## src/logic/ccs_pkg.sv

```systemverilog
package ccs_pkg;
  // Channel function codes (octal)
  localparam logic [11:0] CCS_FN_CONNECT_INIT = 12'o1000;
  localparam logic [11:0] CCS_FN_FUNC_INIT = 12'o1100;
  localparam logic [11:0] CCS_FN_STATUS_REQ = 12'o1200;
  localparam logic [11:0] CCS_FN_MASTER_CLEAR = 12'o1700;
  localparam logic [11:0] CCS_FN_SELECT_DEF = 12'o2000;
  localparam logic [11:0] CCS_FN_DESELECT_DEF = 12'o2100;
  // Field positions of a connect code
  localparam int CCS_EQ_LSB = 9;
  localparam int CCS_EQ_MSB = 11;
  localparam int CCS_UNIT_MSB = 8;
  // Status bit positions
  localparam int CCS_ST_REJECT = 0;
  localparam int CCS_ST_INT_REJECT = 1;
  // Response timeout
  localparam int CCS_CLK_MHZ = 200;
  localparam int CCS_TIMEOUT_US = 100;
  localparam int CCS_TIMEOUT_CYC = CCS_TIMEOUT_US * CCS_CLK_MHZ;
  localparam logic [11:0] CCS_STATUS_RST = 12'h000;

  // Word arriving from the data channel
  typedef struct packed {
    logic func;
    logic data;
    logic [11:0] word;
  } ccs_chan_in_t;

  // Word and strobes toward the controllers
  typedef struct packed {
    logic connect;
    logic func;
    logic mclear;
    logic [11:0] code;
  } ccs_ctl_out_t;

  // Pending operation
  typedef enum logic [3:0] {
    CCS_IDLE = 4'b0001,
    CCS_WAIT_CONN = 4'b0010,
    CCS_WAIT_FUNC = 4'b0100,
    CCS_DONE = 4'b1000
  } ccs_state_t;
endpackage

```

## src/logic/ccs_converter.sv

```systemverilog
`timescale 1ns/1ps
// How it works
// RULE1: Select code makes converter selected
// RULE2: Each converter answers own select/deselect pair
// RULE3: Selected converter is active, others inactive
// RULE4: Deadstart master clear selects every converter
// RULE5: Stays selected until its deselect code
// RULE6: Second converter deselects only after first
// RULE7: Connect activates exactly one of eight
// RULE8: Bits 11..9 equipment, 8..0 unit
// RULE9: Upper digit 4..7 forwarded as connect
// RULE10: Connection ends on reconnect or clears
// RULE11: Reply sends inactive to channel
// RULE12: Reject sends inactive, sets bit 0
// RULE13: 100 us silence: internal reject, bits 0,1
// RULE14: Controller parity error yields no response
// RULE15: Code 1000 arms mode II connect
// RULE16: Next output word becomes connect code
// RULE17: Mode II responses send empty to channel
// RULE18: Processor waits full, then disconnects
// RULE19: Processor checks reject after mode II
// RULE20: Upper digit 0 forwarded as function
// RULE21: Function reject/timeout set status bits
// RULE22: Code 1100 arms mode II function
// RULE23: Processor reads status after functions
// RULE24: Code 1700 clears controllers and converter
// RULE25: Code 1200 presents status as input
// RULE26: Timeout is cycle counter from clock
// RULE27: Deselected converter ignores other codes
module ccs_converter #(
  parameter logic [11:0] SELECT_CODE = ccs_pkg::CCS_FN_SELECT_DEF,
  parameter logic [11:0] DESELECT_CODE = ccs_pkg::CCS_FN_DESELECT_DEF,
  parameter int TIMEOUT_CYC = ccs_pkg::CCS_TIMEOUT_CYC
) (
  input wire logic clk_sys_i,
  input wire logic rst_i,
  input wire logic ce_i,
  input wire logic deadstart_clear_i,
  input wire ccs_pkg::ccs_chan_in_t chan_i,
  input wire logic prior_selected_i,
  input wire logic reply_i,
  input wire logic reject_i,
  input wire logic [2:0] sw_addr_i,
  input wire logic sw_rd_i,
  output logic [11:0] sw_rdata_o,
  output ccs_pkg::ccs_ctl_out_t ctl_o,
  output logic [7:0] eq_active_o,
  output logic selected_o,
  output logic chan_inactive_o,
  output logic chan_empty_o,
  output logic status_avail_o,
  output logic [11:0] status_word_o
);
  import ccs_pkg::*;

  // Software read map, word index
  localparam logic [2:0] SW_STATUS = 3'h0;
  localparam logic [2:0] SW_STATE = 3'h1;
  localparam logic [2:0] SW_CONN = 3'h2;

  // All state of the block in one record
  typedef struct packed {
    ccs_state_t st;
    logic selected;
    logic conn_valid;
    logic [2:0] conn_eq;
    logic arm_conn;
    logic arm_func;
    logic mode2;
    logic [31:0] timer;
    logic [11:0] status;
    ccs_ctl_out_t ctl;
    logic inactive;
    logic empty;
    logic status_avail;
    logic [11:0] rdata;
    logic [7:0] eq_active; // Registered one-hot connect lines
  } ccs_regs_t;

  ccs_regs_t s_reg;
  ccs_regs_t s_next;
  logic is_func; // Function word from channel
  logic is_data; // Data word from channel
  logic [2:0] top_digit; // Upper octal digit

  assign is_func = chan_i.func;
  assign is_data = chan_i.data;
  assign top_digit = chan_i.word[CCS_EQ_MSB:CCS_EQ_LSB];

  // Next-state logic
  always_comb begin
    s_next = s_reg;
    // Pulses last one cycle
    s_next.ctl.connect = 1'b0;
    s_next.ctl.func = 1'b0;
    s_next.ctl.mclear = 1'b0;
    s_next.inactive = 1'b0;
    s_next.empty = 1'b0;
    s_next.rdata = 12'h000;
    // Software read port, answer one cycle later
    if (sw_rd_i) begin
      unique case (sw_addr_i)
        SW_STATUS: s_next.rdata = s_reg.status;
        SW_STATE: s_next.rdata = {7'h00, s_reg.arm_func, s_reg.arm_conn,
                                  s_reg.conn_valid, s_reg.st != CCS_IDLE, s_reg.selected};
        SW_CONN: s_next.rdata = {9'h000, s_reg.conn_eq};
        default: s_next.rdata = 12'h000;
      endcase
    end
    // Waiting for controller response
    unique case (s_reg.st)
      CCS_IDLE: begin
        // Nothing pending
      end
      CCS_WAIT_CONN, CCS_WAIT_FUNC: begin
        if (reply_i) begin
          // RULE11: reply frees channel
          s_next.status[CCS_ST_REJECT] = 1'b0;
          s_next.status[CCS_ST_INT_REJECT] = 1'b0;
          s_next.st = CCS_DONE;
          if (s_reg.st == CCS_WAIT_CONN) begin
            // RULE7: only one connected
            s_next.conn_valid = 1'b1;
            s_next.conn_eq = s_reg.ctl.code[CCS_EQ_MSB:CCS_EQ_LSB];
          end
        end else if (reject_i) begin
          // RULE12: RULE21: reject sets bit 0
          s_next.status[CCS_ST_REJECT] = 1'b1;
          s_next.status[CCS_ST_INT_REJECT] = 1'b0;
          s_next.st = CCS_DONE;
        end else if (s_reg.timer == 32'h0000_0001) begin
          // RULE13: RULE14: silence ends in internal reject
          s_next.status[CCS_ST_REJECT] = 1'b1;
          s_next.status[CCS_ST_INT_REJECT] = 1'b1;
          s_next.st = CCS_DONE;
        end else begin
          // RULE26: count down to timeout
          s_next.timer = s_reg.timer - 32'h0000_0001;
        end
      end
      CCS_DONE: begin
        // RULE17: mode II answers with empty, else inactive
        if (s_reg.mode2) begin
          s_next.empty = 1'b1;
        end else begin
          s_next.inactive = 1'b1;
        end
        s_next.st = CCS_IDLE;
        s_next.timer = 32'h0000_0000;
      end
      default: s_next.st = CCS_IDLE;
    endcase
    // Status consumed by one-word input; a 1200 below wins over the clear
    if (s_reg.status_avail && chan_i.data == 1'b0 && sw_rd_i && sw_addr_i == SW_STATUS) begin
      s_next.status_avail = 1'b0;
    end
    // Codes from the channel
    if (is_func) begin
      if (!s_reg.selected) begin
        // RULE1: RULE2: RULE27: own select code only
        if (chan_i.word == SELECT_CODE) begin
          s_next.selected = 1'b1;
        end
      // RULE5: RULE6: deselect after prior converter
      end else if (chan_i.word == DESELECT_CODE && !prior_selected_i) begin
        s_next.selected = 1'b0;
      end else if (s_reg.st == CCS_IDLE) begin
        s_next.arm_conn = 1'b0;
        s_next.arm_func = 1'b0;
        if (top_digit >= 3'd4) begin
          // RULE9: RULE8: mode I connect, whole code forwarded
          s_next.ctl.connect = 1'b1;
          s_next.ctl.code = chan_i.word;
          s_next.st = CCS_WAIT_CONN;
          s_next.mode2 = 1'b0;
          s_next.timer = 32'(TIMEOUT_CYC);
        end else if (top_digit == 3'd0) begin
          // RULE20: mode I function, 9-bit
          s_next.ctl.func = 1'b1;
          s_next.ctl.code = chan_i.word;
          s_next.st = CCS_WAIT_FUNC;
          s_next.mode2 = 1'b0;
          s_next.timer = 32'(TIMEOUT_CYC);
        end else if (chan_i.word == CCS_FN_CONNECT_INIT) begin
          // RULE15: arm mode II connect
          s_next.arm_conn = 1'b1;
          s_next.inactive = 1'b1;
        end else if (chan_i.word == CCS_FN_FUNC_INIT) begin
          // RULE22: arm mode II function
          s_next.arm_func = 1'b1;
          s_next.inactive = 1'b1;
        end else if (chan_i.word == CCS_FN_STATUS_REQ) begin
          // RULE25: status ready as next input
          s_next.status_avail = 1'b1;
          s_next.inactive = 1'b1;
        end else if (chan_i.word == CCS_FN_MASTER_CLEAR) begin
          // RULE24: RULE10: clear controllers and all conditions
          s_next.ctl.mclear = 1'b1;
          s_next.conn_valid = 1'b0;
          s_next.status = CCS_STATUS_RST;
          s_next.status_avail = 1'b0;
          s_next.inactive = 1'b1;
        end
      end
    end else if (is_data && s_reg.selected && s_reg.st == CCS_IDLE) begin
      if (s_reg.arm_conn || s_reg.arm_func) begin
        // RULE16: RULE22: data word forwarded as code
        s_next.ctl.connect = s_reg.arm_conn;
        s_next.ctl.func = s_reg.arm_func;
        s_next.ctl.code = chan_i.word;
        s_next.st = s_reg.arm_conn ? CCS_WAIT_CONN : CCS_WAIT_FUNC;
        s_next.mode2 = 1'b1;
        s_next.timer = 32'(TIMEOUT_CYC);
        s_next.arm_conn = 1'b0;
        s_next.arm_func = 1'b0;
      end
    end
    // RULE3: RULE7: one-hot activation of next connection
    s_next.eq_active = s_next.conn_valid ? (8'h01 << s_next.conn_eq) : 8'h00;
  end

  // Registers; deadstart dominates
  always_ff @(posedge clk_sys_i) begin
    if (rst_i) begin
      s_reg <= '0;
      s_reg.st <= CCS_IDLE;
      // RULE4: reset selects converter
      s_reg.selected <= 1'b1;
    end else if (ce_i) begin
      if (deadstart_clear_i) begin
        s_reg <= '0;
        s_reg.st <= CCS_IDLE;
        // RULE4: RULE10: deadstart selects, drops connection
        s_reg.selected <= 1'b1;
        s_reg.ctl.mclear <= 1'b1;
      end else begin
        s_reg <= s_next;
      end
    end
  end

  // Outputs straight from flip-flops
  assign ctl_o = s_reg.ctl;
  // Registered connect lines, no decode after the flops
  assign eq_active_o = s_reg.eq_active;
  assign selected_o = s_reg.selected;
  assign chan_inactive_o = s_reg.inactive;
  assign chan_empty_o = s_reg.empty;
  assign status_avail_o = s_reg.status_avail;
  assign status_word_o = s_reg.status;
  assign sw_rdata_o = s_reg.rdata;

  // RULE13: timeout leads to internal reject
  a_timeout_reject: assert property (@(posedge clk_sys_i) disable iff (rst_i) // RULE13
    ce_i && !deadstart_clear_i && s_reg.st inside {CCS_WAIT_CONN, CCS_WAIT_FUNC}
    && s_reg.timer == 32'h0000_0001 && !reply_i && !reject_i
    |=> s_reg.status[1:0] == 2'b11)
    else $error("timeout did not set both reject bits");

  // RULE12: external reject sets only bit 0
  a_reject_bit: assert property (@(posedge clk_sys_i) disable iff (rst_i) // RULE12
    ce_i && !deadstart_clear_i && s_reg.st inside {CCS_WAIT_CONN, CCS_WAIT_FUNC}
    && !reply_i && reject_i |=> s_reg.status[1:0] == 2'b01)
    else $error("reject did not set bit 0 alone");

  // RULE7: at most one equipment active
  a_one_active: assert property (@(posedge clk_sys_i) disable iff (rst_i) // RULE7
    $onehot0(eq_active_o))
    else $error("more than one equipment active");

  // RULE11: reply answered by inactive next
  a_reply_free: assert property (@(posedge clk_sys_i) disable iff (rst_i) // RULE11
    ce_i && !deadstart_clear_i && s_reg.st == CCS_DONE && !s_reg.mode2
    |=> chan_inactive_o && !chan_empty_o)
    else $error("inactive not sent after mode I response");

  // RULE17: mode II response sends empty
  a_mode2_empty: assert property (@(posedge clk_sys_i) disable iff (rst_i) // RULE17
    ce_i && !deadstart_clear_i && s_reg.st == CCS_DONE && s_reg.mode2
    |=> chan_empty_o && !chan_inactive_o)
    else $error("empty not sent after mode II response");

  // RULE4: deadstart selects converter
  a_deadstart_sel: assert property (@(posedge clk_sys_i) disable iff (rst_i) // RULE4
    ce_i && deadstart_clear_i |=> selected_o && eq_active_o == 8'h00)
    else $error("deadstart did not select");

  // RULE15: connect initiate not forwarded
  a_init_local: assert property (@(posedge clk_sys_i) disable iff (rst_i) // RULE15
    ce_i && !deadstart_clear_i && s_reg.selected && s_reg.st == CCS_IDLE && is_func
    && chan_i.word == CCS_FN_CONNECT_INIT
    |=> !ctl_o.connect && !ctl_o.func && chan_inactive_o)
    else $error("connect initiate was forwarded");

  // RULE27: deselected converter forwards nothing
  a_desel_quiet: assert property (@(posedge clk_sys_i) disable iff (rst_i) // RULE27
    ce_i && !deadstart_clear_i && !s_reg.selected
    |=> !ctl_o.connect && !ctl_o.func)
    else $error("deselected converter forwarded a code");

  // RULE9: mode I connect forwarded whole
  a_connect_fwd: assert property (@(posedge clk_sys_i) disable iff (rst_i) // RULE9
    ce_i && !deadstart_clear_i && s_reg.selected && s_reg.st == CCS_IDLE && is_func
    && chan_i.word != DESELECT_CODE && top_digit >= 3'd4
    |=> ctl_o.connect && !ctl_o.func && ctl_o.code == $past(chan_i.word))
    else $error("mode I connect code not forwarded");

  // RULE20: mode I function forwarded
  a_func_fwd: assert property (@(posedge clk_sys_i) disable iff (rst_i) // RULE20
    ce_i && !deadstart_clear_i && s_reg.selected && s_reg.st == CCS_IDLE && is_func
    && chan_i.word != DESELECT_CODE && top_digit == 3'd0
    |=> ctl_o.func && !ctl_o.connect && ctl_o.code == $past(chan_i.word))
    else $error("mode I function code not forwarded");

  // RULE16: armed data word becomes connect
  a_mode2_fwd: assert property (@(posedge clk_sys_i) disable iff (rst_i) // RULE16
    ce_i && !deadstart_clear_i && s_reg.selected && s_reg.st == CCS_IDLE && !is_func
    && is_data && s_reg.arm_conn
    |=> ctl_o.connect && ctl_o.code == $past(chan_i.word))
    else $error("mode II connect word not forwarded");

  // RULE6: deselect waits for prior converter
  a_deselect_order: assert property (@(posedge clk_sys_i) disable iff (rst_i) // RULE6
    ce_i && !deadstart_clear_i && s_reg.selected && is_func
    && chan_i.word == DESELECT_CODE && prior_selected_i
    |=> selected_o)
    else $error("deselected before the prior converter");

  // RULE10: deselect keeps the connection
  a_conn_kept: assert property (@(posedge clk_sys_i) disable iff (rst_i) // RULE10
    ce_i && !deadstart_clear_i && s_reg.selected && s_reg.st == CCS_IDLE && is_func
    && chan_i.word == DESELECT_CODE && !prior_selected_i
    |=> $stable(eq_active_o) && !selected_o)
    else $error("deselect dropped the connection");

  // RULE25: status offered as next input
  a_status_offer: assert property (@(posedge clk_sys_i) disable iff (rst_i) // RULE25
    ce_i && !deadstart_clear_i && s_reg.selected && s_reg.st == CCS_IDLE && is_func
    && chan_i.word == CCS_FN_STATUS_REQ
    |=> status_avail_o && chan_inactive_o)
    else $error("status request not offered");

  // RULE24: master clear empties everything
  a_master_clear: assert property (@(posedge clk_sys_i) disable iff (rst_i) // RULE24
    ce_i && !deadstart_clear_i && s_reg.selected && s_reg.st == CCS_IDLE && is_func
    && chan_i.word == CCS_FN_MASTER_CLEAR
    |=> ctl_o.mclear && eq_active_o == 8'h00 && status_word_o == 12'h000 && chan_inactive_o)
    else $error("master clear left state behind");
endmodule

```

## config.mk

```make
export PLATFORM = sky130hd
export DESIGN_NAME = ccs_converter
export DESIGN_NICKNAME = d
export VERILOG_FILES = /design/src/logic/ccs_pkg.sv /design/src/logic/ccs_converter.sv
export SDC_FILE = /design/constraint.sdc
export NUM_CORES = 1
export LEC_CHECK = 0
export BUFFER_PORTS_ARGS = -buffer_cell sky130_fd_sc_hd__buf_2
export CAP_MARGIN = 20
export CORE_MARGIN = 2
export CORE_UTILIZATION = 60
export CTS_BUF_LIST = sky130_fd_sc_hd__clkbuf_8
export CTS_CLUSTER_DIAMETER = 50
export DETAILED_ROUTE_END_ITERATION = 8
export GPL_TIMING_DRIVEN = 0
export PLACE_DENSITY = 0.85
export SKIP_CTS_REPAIR_TIMING = 1
export SYNTH_ARGS = -nofsm -noshare
export SYNTH_HDL_FRONTEND = slang
export SYNTH_SLANG_ARGS = --single-unit
```

## constraint.sdc

```tcl
create_clock -name clk_sys_i -period 3.45 [get_ports clk_sys_i]
set_input_delay 0.1725 -clock clk_sys_i [delete_from_list [all_inputs] [get_ports clk_sys_i]]
set_output_delay 0.1725 -clock clk_sys_i [all_outputs]
set_load 0.01 [all_outputs]
```

==> results of run 1 <==
layer usage:
metal  up-vias  part of all wire (%)  GRT usage (%)
met5         -                     0              0
met4         0                   2.2           13.5
met3        24                   7.6           3.27
met2       241                    47           45.9
met1      2106                    44           39.0
li1       2158                     -              -
cells in the mapped netlist, drive strengths merged (3+ instances only):
cell type,count
o211ai,7
nand4,14
a31oi,15
nand3,18
buf,52
a22o,12
nor2,36
o311ai,5
dfxtp,78
or2,4
o21ai,49
o22ai,4
nor4b,3
inv,22
or4,10
mux2i,5
nand2,30
a41oi,3
a32o,5
a21oi,19
and2,6
nor2b,5
clkbuf,24
nor4,16
nand3b,15
o31ai,20
or3,12
a211oi,3
a21o,3
nor3,15
nand2b,3
worst min-delay path by stage:
stage | startpoint | to | slack (ps) | depth (start not counted)
5_1_grt | chan_i[1] | ctl_o[1] | 70 | 3
2_1_floorplan | chan_i[0] | ctl_o[0] | 310 | 2
4_1_cts | chan_i[1] | ctl_o[1] | 60 | 3
3_5_place_dp | chan_i[1] | ctl_o[1] | 450 | 3
6_report | chan_i[1] | ctl_o[1] | 60 | 3
3_3_place_gp | chan_i[1] | ctl_o[1] | 440 | 3
logic make-up (layout without fill, tap and decap cells):
| logic type | count (synthesis) | after routing | share of synthesized area (%) |
|---|---|---|---|
| AND/OR/NAND/NOR | 196 | 196 | 25.8 |
| XOR/XNOR | 1 | 1 | 0.198 |
| flip-flops | 78 | 78 | 35.2 |
| other | 1 | 10 | 0.0846 |
| AO/OA/AOI/OAI | 162 | 162 | 24.4 |
| buffers and inverters | 98 | 178 | 12.6 |
| multiplexers | 5 | 5 | 1.13 |
| adder cells (fa/ha/maj) | 2 | 2 | 0.565 |
critical path: cells and delay by family (launching register included):
kind	cells	cell delay [ps]
flip-flops	1	310
buffers and inverters	3	800
AND/OR/NAND/NOR	2	920
AO/OA/AOI/OAI	4	840
power by group:
part / total, W / switching [W] / leakage (nW) / internal (W)
sequential: 0.000918 / 0.00000813 / 0.630 / 0.000910
combinational: 0.000199 / 0.000127 / 1.52 / 0.0000722
clock: 0.000653 / 0.000382 / 0.0881 / 0.000271
total: 0.00177 / 0.000516 / 2.23 / 0.00125
per-stage QoR:
| stage | hold slack, ps | utilization (%) | cells |
|---|---|---|---|
| 4_1_cts | 59.6 | 70.6 | 731 |
| 5_1_grt | 71.6 | 70.6 | 731 |
| 3_5_place_dp | 445 | 68.0 | 715 |
| 2_1_floorplan | 313 | - | 552 |
| 6_report | 57.3 | 70.6 | 731 |
| 3_3_place_gp | 437 | 68.0 | 715 |
final cells by class:
class | count | share of cell area [%]
multi-input combinational | 376 | 46.1
sequential | 78 | 30.7
buffer | 76 | 9.32
timing repair buffer | 64 | 6.29
clock buffer | 9 | 2.43
tap | 99 | 2.43
inverter | 22 | 1.62
clock inverter | 7 | 1.13
==> qor.txt, run 1 <==
Hold Vio Cnt, Final = 0
CTS tree = yes
First-pass GRT wire length = 19300 um
Most used DFF post-synth = dfxtp_1
Final WL = 11900 um
Commonest non-fill, non-tap cells in the layout = dfxtp_1 (78), buf_2 (68), buf_4 (47)
Yosys warnings = 0
Area after DPL = 4910 um2
Largest stage delay, worst path = 550 ps
Clock-pin slew on the worst setup and hold paths = 90 ps
Detailed Place HPWL = 8590 um
Setup Skew = 13.7 ps
Core footprint = 7210 um2
Die area = 8090 um2
Critical path cell sequence = clkbuf_1 > nor4b_1 > nand2_1 > o21ai_1 > buf_2 > buf_2 > a31oi_1 > o21ai_0 > o31ai_1
Setup Crit Path Kind = flop to flop
Worst-skew pair later-pin latency = 370 ps
Worst IR Drop VDD = 0.000279 V
Final Setup Violations = 0
Post-synth EDFFs = 0
Area Growth Syn to Fin = 14.9%
Initial antenna violation count = 0
Multi-input gate area = 2350 um2
DR vias/cell = 6.20
Async SR Flop Fraction = 0%
Buffers added on ports = 64
Worst min-delay path category = input port to flop
Max FFs per register = 43
First-pass detailed-route iteration total = 5
CP startpoint = s_reg[93]
Slew headroom = 40.8%
Fin crit period = 2980 ps
GRT overflow = 0
Setup tns final = 0 ps
Crit path capture = s_reg[56]
Nature of the critical path startpoint = flop
# fillers = 591
Largest net degree at the start of global routing = 16
Post-DRT Antenna Nets = 0
Nets = 654
Ant diodes = 0
Total power = 0.00177 W
Routed length per placed instance = 16.2 um
H-tree depth = 3
Largest buffer count on any clock path = 2
Most common cell after layout, fill and taps aside = dfxtp_1
Crit-path slowest cell = nor4b_1
Worst EP arrival = 3230 ps
Cell taking the most area after synthesis = dfxtp_1
Post-synth top area share = 35.2%
Share of layout cells above drive strength 1 = 23.4%
Peak Freq = 0.336 GHz
Register area share after synthesis = 35.2%
I/O pin cnt = 76
Routed via count = 4529
Final worst-path cycle share = 86.3%
RSZ-0062 raised after global routing = no
Pre-CTS WS = 572 ps
Power Density = 348 nW/um2
Routability cong. = 0.917
FF/Latch Area = 1560 um2
MaxCap Viol Count = 0
Setup slack, reg-to-reg = 470 ps
Critical Path Most Common Cell = buf_2
CP max FO = 10
Worst-margin pin slew = 879 ps
Initial DRC Count = 491
Root buffer cell = clkbuf_8
Status = complete, no violations
FF-to-FF End = s_reg[56]
GRT Util Overall = 28.7%
Number of synthesized register bits = 78
Top cells by area, synth = dfxtp_1 (35%), buf_4 (8.0%), o21ai_0 (5.0%), o31ai_1 (3.4%), nor2_1 (3.0%)
Post-synthesis instance total = 543
Syn_area_per_cell = 8.16 um2
Post-route cell area = 5090 um2
CP endpoint kind = flop
Worst r2r src = s_reg[93]
Number of global-route vias before repair = 4073
Clock sinks = 78
DRC = 0
Worst reg2reg path depth = 9
Max-slew violation count = 0
Die Y = 89.9 um
Cell Rows = 31
Leakage = 2.23 nW
Final worst setup slack = 471 ps
Mapped cell area = 4430 um2
Num CTS Buffers = 9
Die W = 89.9 um
Initial core utilization = 61.4%
Cell variety after synth = 65
CP Data Required Time = 3700 ps
No activity file was read; power rests on OpenSTA's default activity.
==> inputs of run 2 (changes only) <==
- GPL_TIMING_DRIVEN: 0 -> default
==> qor.txt, run 2 (synthesized netlist as in run 1, its figures left out) <==
Peak Freq = 0.367 GHz (+9.3%)
Cell Rows = 31 (unchanged)
Setup Crit Path Kind = flop to flop
Most common cell after layout, fill and taps aside = dfxtp_1
Non-Filler Instances = 663 (-9.3%)
Clock sinks = 78 (unchanged)
Initial core utilization = 61.4% (unchanged)
First-pass GRT wire length = 18000 um (-6.8%)
Number of global-route vias before repair = 3798 (-6.8%)
Setup Skew = 15.9 ps (+2.22 ps)
GRT Util Overall = 26.8% (-1.9 points)
GRT overflow = 0 (unchanged)
Critical path cell sequence = nor4_2 > nand4_1 > or4_1 > and2_0 > a311o_1
Initial antenna violation count = 0 (unchanged)
Die Y = 89.9 um (unchanged)
Routability cong. = 0.950 (+3.6%)
Largest stage delay, worst path = 800 ps (+250 ps)
Final worst-path cycle share = 79.0% (-7.3 points)
Routed via count = 4208 (-7.1%)
Detailed Place HPWL = 7770 um (-9.6%)
Buffers added on ports = 65 (+1.6%)
Final WL = 10900 um (-7.8%)
Die W = 89.9 um (unchanged)
Post-DRT Antenna Nets = 0 (unchanged)
Core Util, Final = 65.0% (-5.5 points)
Worst-skew pair later-pin latency = 370 ps (about the same)
Root buffer cell = clkbuf_8
CP endpoint kind = flop
Setup tns final = 0 ps (unchanged)
Area Growth Syn to Fin = 5.85%
Clock-pin slew on the worst setup and hold paths = 90 ps (about the same)
Die area = 8090 um2 (unchanged)
Largest buffer count on any clock path = 2 (unchanged)
Initial DRC Count = 361 (-26%)
Final Setup Violations = 0 (unchanged)
Max FFs per register = 43 (unchanged)
Ant diodes = 0 (unchanged)
Crit-path slowest cell = or4_1
I/O pin cnt = 76 (unchanged)
Worst EP arrival = 2980 ps (-250 ps)
RSZ-0062 raised after global routing = no
Num CTS Buffers = 9 (unchanged)
Placed cells = 647 (-9.5%)
Area after DPL = 4500 um2 (-8.2%)
Leakage = 1.98 nW (-12%)
H-tree depth = 3 (unchanged)
First-pass detailed-route iteration total = 6 (+1)
DRC = 0 (unchanged)
Power Density = 377 nW/um2 (+8.3%)
Worst-margin pin slew = 896 ps (+16.5 ps)
Slew headroom = 39.7% (-1.1 points)
Hold Vio Cnt, Final = 0 (unchanged)
MaxCap Viol Count = 0 (unchanged)
Core footprint = 7210 um2 (unchanged)
Worst IR Drop VDD = 0.000212 V (-24%)
Hold WS = 48.7 ps (-8.53 ps)
Commonest non-fill, non-tap cells in the layout = dfxtp_1 (78), buf_2 (65), o21ai_0 (44)
Fin crit period = 2730 ps (-253 ps)
Share of layout cells above drive strength 1 = 18.8% (-4.6 points)
Status = complete, no violations
Nature of the critical path startpoint = flop
DR vias/cell = 6.35 (+2.4%)
Post-route cell area = 4690 um2 (-7.9%)
Nets = 586 (-10%)
CTS tree = yes
CP Data Required Time = 3700 ps (about the same)
Setup slack, reg-to-reg = 720 ps (+250 ps)
CP max FO = 11 (+1)
Routed length per placed instance = 16.5 um (+1.6%)
Worst min-delay path category = input port to flop
Largest net degree at the start of global routing = 40 (+24)
Max-slew violation count = 0 (unchanged)
-- run 2: area by class of cell --
type | instances | area (um2)
fill | 609 | 2520
multi-input combinational | 376 | 2360
sequential | 78 | 1560
timing repair buffer | 72 | 378
clock buffer | 9 | 124
tap | 99 | 124
inverter | 22 | 82.6
clock inverter | 7 | 61.3
-- run 2: final timing paths --
path / startpoint / endpoint / cells past startpoint
max: s_reg[52] / s_reg[60] / 5
min: chan_i[0] / ctl_o[0] / 3
max reg2reg: s_reg[52] / s_reg[60] / 5
min reg2reg: ctl_o[13] / ctl_o[13] / 1
-- run 2: metrics by stage --
stage	total power, W	worst slack [ps]
after floorplan	0.00107	1140
after global placement	0.00111	959
after detailed placement	0.00111	815
after CTS	0.00176	797
after global routing	0.00183	540
final	0.00177	725
-- run 2: worst max-delay path: cells and delay by family (launching register included) --
family	cells	cell delay [ps]
simple gates	4	1900
flops	1	380
compound gates	1	340
-- run 2: report_power, final --
group          leakage [nW]  switching, W  internal [W]
Sequential            0.630    0.00000878      0.000910
Combinational          1.25      0.000118     0.0000567
Clock                0.0956      0.000396      0.000277
-- run 2: metal layers --
layer  global-route usage [%]  share of wire [%]
met5                        0                  0
met4                     11.8                2.0
met3                     4.69                7.5
met2                     41.4                 46
met1                     37.0                 44
